==> src/hw/clk_mode_pkg.sv <==
// Purpose: Shared constants and types for the system clock mode control block
// Assumes: APB slave with 32-bit data, one aligned word per register
// Notes:   Speed encoding and register layout are local to this block
package clk_mode_pkg;

    // Register byte offsets
    localparam logic [7:0] OFF_MODE_CTRL = 8'h00;
    localparam logic [7:0] OFF_T123_MODE = 8'h04;
    localparam logic [7:0] OFF_LATCH1    = 8'h08;
    localparam logic [7:0] OFF_LATCH2    = 8'h0C;
    localparam logic [7:0] OFF_STATUS    = 8'h10;
    localparam logic [7:0] OFF_TIMERS    = 8'h14;

    // Mode control field positions
    localparam int SPEED_LSB     = 0;
    localparam int SUB_EN_BIT    = 4;
    localparam int MAIN_STOP_BIT = 5;

    // Speed select encodings
    localparam logic [1:0] SPD_MIDDLE = 2'h0;
    localparam logic [1:0] SPD_HIGH   = 2'h1;
    localparam logic [1:0] SPD_LOW    = 2'h2;

    // Timers 1-2-3 mode register: only this bit survives stop entry
    localparam logic [7:0] T123_KEEP_MASK = 8'h10;

    // Reset values
    localparam logic [7:0] RST_T123   = 8'h00;
    localparam logic [7:0] RST_LATCH1 = 8'hFF;
    localparam logic [7:0] RST_LATCH2 = 8'h01;

    // Timing counts in oscillator edges
    localparam logic [1:0] MID_HALF_LAST = 2'h3;  // Divide by 8: toggle every 4 edges
    localparam logic [3:0] PRESCALE_LAST = 4'hF;  // Divide by 16 in recovery

    typedef enum logic [1:0] {ST_RUN, ST_WAIT, ST_STOP, ST_RECOVER} clk_state_t;

    typedef struct packed {
        logic        psel;
        logic        penable;
        logic        pwrite;
        logic [7:0]  paddr;
        logic [31:0] pwdata;
    } apb_req_t;

    typedef struct packed {
        logic [31:0] prdata;
        logic        pready;
        logic        pslverr;
    } apb_rsp_t;

endpackage : clk_mode_pkg

==> src/hw/clk_mode_ctrl.sv <==
// Purpose: System clock generator control: speed modes, main oscillator stop,
//          stop mode with timer 1/2 restart delay, and wait mode
// Assumes: Oscillator pins are sampled on core_clk, which is much faster than either
// Notes:   Rules that the block and its software partner keep follow
// How it works
// - Middle speed: main divided by eight, reset default
// - High speed: main divided by two
// - Low speed: sub divided by two
// - Low speed plus bit 5 halts main
// - Sub pins high impedance after power-on
// - Stop holds clock high, halts both oscillators
// - Stop loads timers 1 and 2 from latches
// - Recovery: timer 1 on source/16, cascades timer 2
// - Stop clears timer mode register except bit 4
// - Restart on external interrupt, clock after timer 2 underflow
// - Wait holds clock high, oscillators unchanged
// - Wait ends on any interrupt immediately
// - Latch value n divides by n plus one
`timescale 1ns/1ps
`default_nettype none
module clk_mode_ctrl (
    input  wire logic                  core_clk,
    input  wire logic                  srst,
    input  wire clk_mode_pkg::apb_req_t apb_req,
    output var  clk_mode_pkg::apb_rsp_t apb_rsp,
    input  wire logic                  main_osc_in,
    output logic                       main_osc_out,
    input  wire logic                  sub_osc_in,
    output logic                       sub_osc_out,
    output logic                       sub_osc_out_oe,
    output logic                       main_osc_en,
    output logic                       sub_osc_en,
    input  wire logic                  stop_instruction,
    input  wire logic                  wait_instruction,
    input  wire logic                  ext_irq,
    input  wire logic                  any_irq,
    output logic                       sys_clk_phi,
    output logic                       cpu_clk_en
);
    import clk_mode_pkg::*;

    typedef struct packed {
        clk_state_t  mode;
        logic [1:0]  speed;
        logic        sub_en;
        logic        main_stop;
        logic [7:0]  t123;
        logic [7:0]  lat1;
        logic [7:0]  lat2;
        logic [7:0]  tim1;
        logic [7:0]  tim2;
        logic [3:0]  pre;
        logic [1:0]  div;
        logic        phi;
        logic [2:0]  main_sy;
        logic [2:0]  sub_sy;
        logic        main_out;
        logic        sub_out;
    } st_t;

    st_t  st_r;
    st_t  st_nxt;
    logic main_run;
    logic sub_run;
    logic m_edge;
    logic s_edge;
    logic src_edge;
    logic t1_tick;
    logic apb_acc;
    logic apb_wr;
    logic [2:0] idx;

    // Offset decode: index 0..5 for mapped words, 7 when unmapped
    function automatic logic [2:0] reg_idx(input logic [7:0] a);
        unique case (a)
            OFF_MODE_CTRL: reg_idx = 3'h0;
            OFF_T123_MODE: reg_idx = 3'h1;
            OFF_LATCH1:    reg_idx = 3'h2;
            OFF_LATCH2:    reg_idx = 3'h3;
            OFF_STATUS:    reg_idx = 3'h4;
            OFF_TIMERS:    reg_idx = 3'h5;
            default:       reg_idx = 3'h7;
        endcase
    endfunction : reg_idx

    // Oscillator run enables and edge detection on the second/third sync stages
    assign main_run = (st_r.mode != ST_STOP) && !(st_r.speed == SPD_LOW && st_r.main_stop);
    assign sub_run  = (st_r.mode != ST_STOP) && st_r.sub_en;
    assign m_edge   = main_run && st_r.main_sy[1] && !st_r.main_sy[2];
    assign s_edge   = sub_run && st_r.sub_sy[1] && !st_r.sub_sy[2];
    assign src_edge = (st_r.speed == SPD_LOW) ? s_edge : m_edge;
    assign t1_tick  = (st_r.mode == ST_RECOVER) && src_edge && (st_r.pre == PRESCALE_LAST);
    assign apb_acc  = apb_req.psel && apb_req.penable;
    assign apb_wr   = apb_acc && apb_req.pwrite;
    assign idx      = reg_idx(apb_req.paddr);

    // Next-state logic
    always_comb begin
        st_nxt = st_r;
        st_nxt.main_sy = {st_r.main_sy[1], st_r.main_sy[0], main_osc_in};
        st_nxt.sub_sy  = {st_r.sub_sy[1], st_r.sub_sy[0], sub_osc_in};
        st_nxt.main_out = main_run ? !st_r.main_sy[1] : 1'b1;
        st_nxt.sub_out  = sub_run ? !st_r.sub_sy[1] : 1'b0;

        // Register writes; the timer mode clear at stop entry below overrides a timer mode write
        if (apb_wr) begin
            unique case (idx)
                3'h0: begin
                    if (apb_req.pwdata[SPEED_LSB +: 2] != 2'h3) begin
                        st_nxt.speed = apb_req.pwdata[SPEED_LSB +: 2];
                    end
                    st_nxt.sub_en    = apb_req.pwdata[SUB_EN_BIT];
                    st_nxt.main_stop = apb_req.pwdata[MAIN_STOP_BIT];
                end
                3'h1: st_nxt.t123 = apb_req.pwdata[7:0];
                3'h2: st_nxt.lat1 = apb_req.pwdata[7:0];
                3'h3: st_nxt.lat2 = apb_req.pwdata[7:0];
                default: ;
            endcase
        end

        unique case (st_r.mode)
            ST_RUN: begin
                // Clock generation from the selected oscillator
                if (st_r.speed == SPD_LOW) begin
                    if (s_edge) begin
                        st_nxt.phi = !st_r.phi;
                    end
                end else if (st_r.speed == SPD_HIGH) begin
                    if (m_edge) begin
                        st_nxt.phi = !st_r.phi;
                    end
                end else if (m_edge) begin
                    st_nxt.div = st_r.div + 2'h1;
                    if (st_r.div == MID_HALF_LAST) begin
                        st_nxt.phi = !st_r.phi;
                    end
                end
                if (stop_instruction) begin
                    st_nxt.mode = ST_STOP;
                    st_nxt.phi  = 1'b1;
                    st_nxt.tim1 = st_nxt.lat1;
                    st_nxt.tim2 = st_nxt.lat2;
                    st_nxt.t123 = st_r.t123 & T123_KEEP_MASK;
                    st_nxt.pre  = 4'h0;
                end else if (wait_instruction) begin
                    st_nxt.mode = ST_WAIT;
                    st_nxt.phi  = 1'b1;
                end
            end
            ST_WAIT: begin
                st_nxt.phi = 1'b1;
                if (any_irq) begin
                    st_nxt.mode = ST_RUN;
                end
            end
            ST_STOP: begin
                st_nxt.phi = 1'b1;
                if (ext_irq) begin
                    st_nxt.mode = ST_RECOVER;
                end
            end
            ST_RECOVER: begin
                // Prescaler by 16, timer 1 underflow clocks timer 2
                st_nxt.phi = 1'b1;
                if (src_edge) begin
                    st_nxt.pre = st_r.pre + 4'h1;
                end
                if (t1_tick) begin
                    if (st_r.tim1 == 8'h00) begin
                        st_nxt.tim1 = st_r.lat1;
                        if (st_r.tim2 == 8'h00) begin
                            st_nxt.tim2 = st_r.lat2;
                            st_nxt.mode = ST_RUN;
                        end else begin
                            st_nxt.tim2 = st_r.tim2 - 8'h01;
                        end
                    end else begin
                        st_nxt.tim1 = st_r.tim1 - 8'h01;
                    end
                end
            end
        endcase
    end

    // State register
    always_ff @(posedge core_clk) begin
        if (srst) begin
            st_r.mode      <= ST_RUN;
            st_r.speed     <= SPD_MIDDLE;
            st_r.sub_en    <= 1'b0;
            st_r.main_stop <= 1'b0;
            st_r.t123      <= RST_T123;
            st_r.lat1      <= RST_LATCH1;
            st_r.lat2      <= RST_LATCH2;
            st_r.tim1      <= RST_LATCH1;
            st_r.tim2      <= RST_LATCH2;
            st_r.pre       <= 4'h0;
            st_r.div       <= 2'h0;
            st_r.phi       <= 1'b1;
            st_r.main_sy   <= 3'h0;
            st_r.sub_sy    <= 3'h0;
            st_r.main_out  <= 1'b1;
            st_r.sub_out   <= 1'b0;
        end else begin
            st_r <= st_nxt;
        end
    end

    // APB answer: zero wait states, error on unmapped offsets
    always_comb begin
        apb_rsp.pready  = apb_acc;
        apb_rsp.pslverr = apb_acc && (idx == 3'h7);
        apb_rsp.prdata  = 32'h0000_0000;
        unique case (idx)
            3'h0: begin
                apb_rsp.prdata[SPEED_LSB +: 2]  = st_r.speed;
                apb_rsp.prdata[SUB_EN_BIT]     = st_r.sub_en;
                apb_rsp.prdata[MAIN_STOP_BIT]  = st_r.main_stop;
            end
            3'h1: apb_rsp.prdata[7:0] = st_r.t123;
            3'h2: apb_rsp.prdata[7:0] = st_r.lat1;
            3'h3: apb_rsp.prdata[7:0] = st_r.lat2;
            3'h4: apb_rsp.prdata[6:0] = {st_r.phi, sub_run, main_run,
                                         st_r.mode == ST_RECOVER, st_r.mode == ST_STOP,
                                         st_r.mode == ST_WAIT, st_r.mode == ST_RUN};
            3'h5: apb_rsp.prdata[15:0] = {st_r.tim2, st_r.tim1};
            default: ;
        endcase
    end

    // Pin and core outputs
    assign main_osc_out   = st_r.main_out;
    assign sub_osc_out    = st_r.sub_out;
    assign sub_osc_out_oe = sub_run;
    assign main_osc_en    = main_run;
    assign sub_osc_en     = sub_run;
    assign sys_clk_phi    = st_r.phi;
    assign cpu_clk_en     = (st_r.mode == ST_RUN);
endmodule : clk_mode_ctrl
`default_nettype wire

==> config.mk <==
export PLATFORM = sky130hd
export DESIGN_NAME = clk_mode_ctrl
export DESIGN_NICKNAME = d
export VERILOG_FILES = /design/src/hw/clk_mode_pkg.sv /design/src/hw/clk_mode_ctrl.sv
export SDC_FILE = /design/constraint.sdc
export NUM_CORES = 1
export LEC_CHECK = 0
export ABC_AREA = 1
export ABC_CLOCK_PERIOD_IN_PS = 2640
export BUFFER_PORTS_ARGS = -buffer_cell sky130_fd_sc_hd__buf_4
export CAP_MARGIN = 20
export CORE_MARGIN = 5
export CORE_UTILIZATION = 54
export CTS_CLUSTER_DIAMETER = 80
export DETAILED_ROUTE_END_ITERATION = 16
export GPL_TIMING_DRIVEN = 0
export PLACE_DENSITY = 0.8
export SLEW_MARGIN = 10
export SYNTH_ARGS = -nofsm -noshare
export SYNTH_HDL_FRONTEND = slang
export SYNTH_SLANG_ARGS = --single-unit
==> constraint.sdc <==
create_clock -name core_clk -period 2.64 [get_ports core_clk]
set_input_delay 0.264 -clock core_clk [delete_from_list [all_inputs] [get_ports core_clk]]
set_output_delay 0.264 -clock core_clk [all_outputs]
set_load 0.02 [all_outputs]
==> run summary <==
DP Cell Count: 771
Layout Skew: 0.0124 ns
Max Fclk: 0.395 GHz
First-pass GRT wire length: 18300 um
GP Congestion: 1.04
Setup ws final: 0.107 ns
Cells after synthesis: 609
Hold WC Path Type: input port to flop
Std cell rows: 30
Worst hold slack: 0.118 ns
Num CTS Buffers: 9
Port Buffers: 51
Kind of critical path: input port to primary output
MaxCap Viol Count: 0
# clock sinks: 61
Grt ovf: 0
Arr. time, crit path: 2.27 ns
Avg Inst Size Synth: 6.35 um^2
Final Max Tran Viols: 0
Most common cell in the netlist: nand2_1
Setup TNS: 0 ns
Number of global-route vias before repair: 4003
Chip Height: 94.6 um
Worst-Margin Slew: 0.605 ns
Die W: 94.6 um
# DRC: 0
Register area share after synthesis: 31.6%
Commonest cells in the netlist: nand2_1 (157), nor2_1 (79), inv_1 (76)
Layout cells sized above 1: 18.7%
H-Tree Depth: 3
Dpl ws: -0.222 ns
Number of synthesized register bits: 61
Cell taking the most area after synthesis: dfxtp_1
ANT cells: 0
Worst IR drop on VDD: 0.476 mV
CTS Root Cell: clkbuf_8
Die area: 0.00895 mm^2
Library cells used by synthesis: 43
Status: finished clean
Top_reg_cell synth: dfxtp_1
Final wirelength: 11500 um
Sequential cell area: 0.00122 mm^2
Top post-synthesis cells by area: dfxtp_1 (32%), nand2_1 (15%), nor2_1 (7.7%)
Dpl hpwl: 8710 um
Min Tclk post-route: 2.53 ns
Layout Nets: 750
Routed via count: 4271
Setup crit start kind: input port
Vias per cell: 5.40
Fill cells: 652
Area growth from synthesis to layout: 20.9%
CTS tree: done
Multi-input gate area: 0.00221 mm^2
Synth async-reset ratio: 0%
Worst reg2reg path depth: 10
Post-route ant nets: 0
IO Count: 92
PwrDens: 620 mW/mm^2
Relative slew slack: 59.7%
Largest net degree at the start of global routing: 11
Antenna violations before repair: 0
Syn Std Cell Area: 0.00386 mm^2
Clock Pin Slew Worst Setup and Hold Paths: 0.07 ns
Top cell type's share of synthesized area: 31.6%
Initial DRT Pass Iterations: 5
Max Buffers Root-to-Sink: 2
Post-synth EDFFs: 0
DRT iter0 DRCs: 407
Leakage: 2.33 nW
Critical path peak fanout: 7
Clock Latency Late Sink: 0.35 ns
Hold Path Cell Cnt: 3
Worst Setup End Kind: primary output
Tot GR Track Use: 25.9%
Post-route clock period utilization: 95.9%
Required time worst endpoint: 2.38 ns
Setup Viol. Count Final: 0
Final hold viol count: 0
Core Area: 0.00687 mm^2
Fin cells: 791
Synth warnings: 0
Drt wl/cell: 14.5 um
Initial Util: 56.3%
==> power breakdown <==
part / switching (W) / leakage (nW) / internal, W
combinational: 0.000672 / 1.74 / 0.000335
clock: 0.000384 / 0.0949 / 0.000383
sequential: 0.0000979 / 0.497 / 0.00102
total: 0.00115 / 2.33 / 0.00174
==> metal layers <==
layer / wire length [um] / track usage [%] / vias to the layer above
met4: 363 / 11.7 / 0
li1: - / - / 2076
met2: 5190 / 42.5 / 225
met3: 1030 / 5.02 / 39
met1: 4870 / 32.9 / 1931
met5: 0 / 0 / -
==> worst max-delay path, stage by stage <==
cell     delay [ns]
buf_4          0.11
inv_1          0.04
nand2_1        0.10
nor2_1         0.12
nand2_1        0.16
ha_2           0.25
nand2_2        0.10
nand2_4        0.09
nor2_2         0.10
nand2_2        0.11
nor2_4         0.22
nand2_1        0.10
o21ai_0        0.14
nor2_1         0.09
nor2_1         0.11
buf_4          0.15
==> registers in the layout, indices dropped and copies added, names as in the netlist <==
name	cells
sub_osc_out	1
main_osc_out	1
st_nxt	4
sys_clk_phi	1
st_r	54
==> metrics by stage <==
| step | instance area (um^2) | utilization (%) | total power [W] |
|---|---|---|---|
| 2_1_floorplan | 3920 | - | 0.00184 |
| 3_3_place_gp | 4420 | 64.4 | 0.00209 |
| 3_5_place_dp | 4420 | 64.4 | 0.00212 |
| 4_1_cts | 4620 | 67.3 | 0.00287 |
| 5_1_grt | 4670 | 68.0 | 0.00306 |
| 6_report | 4670 | 68.0 | 0.00290 |
==> path summary, 6_finish.rpt <==
check | start | to | slack (ns)
worst max register to register | st_r[15]$_SDFFE_PP1P_ | st_r[22]$_SDFFE_PP0P_ | 0.72
worst max-delay path | apb_req[32] | apb_rsp[4] | 0.11
worst min-delay path | sub_osc_in | st_nxt[3]$_SDFF_PP0_ | 0.12
worst min register to register | st_nxt[3]$_SDFF_PP0_ | st_nxt[4]$_SDFF_PP0_ | 0.40
==> area by class of cell <==
| cell class | count | share of cell area, % |
|---|---|---|
| Buffer | 32 | 4.42 |
| Multi-Input combinational cell | 447 | 47.3 |
| Clock buffer | 11 | 3.24 |
| Inverter | 84 | 6.78 |
| Tap cell | 96 | 2.57 |
| Clock inverter | 4 | 0.509 |
| Sequential cell | 61 | 26.1 |
| Timing Repair Buffer | 56 | 9.00 |
==> repair_timing <==
item,4_1_cts,5_1_grt
resized for setup,3,7
hold buffers,0,0
setup endpoints to repair,8,8
setup buffers,2,3
pin swaps,2,4
hold endpoints to repair,0,0
==> cells in the final DEF (no fill, tap or decap), types with 9 or more instances in the layout <==
master,netlist,routed
nand2_1,157,154
nor2_1,79,77
inv_1,76,76
buf_4,20,76
dfxtp_1,61,61
nand3_1,52,51
a21oi_1,46,46
o21ai_0,24,24
conb_1,1,16
clkbuf_8,0,11
a211oi_1,9,9
==> kinds of logic (layout without fill, tap and decap cells) <==
kind of cell,count (synthesis),in the layout,synth area share [%]
other,1,16,0.0970
AO/OA/AOI/OAI,90,90,13.0
flip-flops,61,61,31.6
buffers and inverters,116,187,13.5
XOR/XNOR,8,8,1.81
adder cells (fa/ha/maj),8,8,2.59
AND/OR/NAND/NOR,325,325,37.4
No activity file was read; power rests on OpenSTA's default activity.
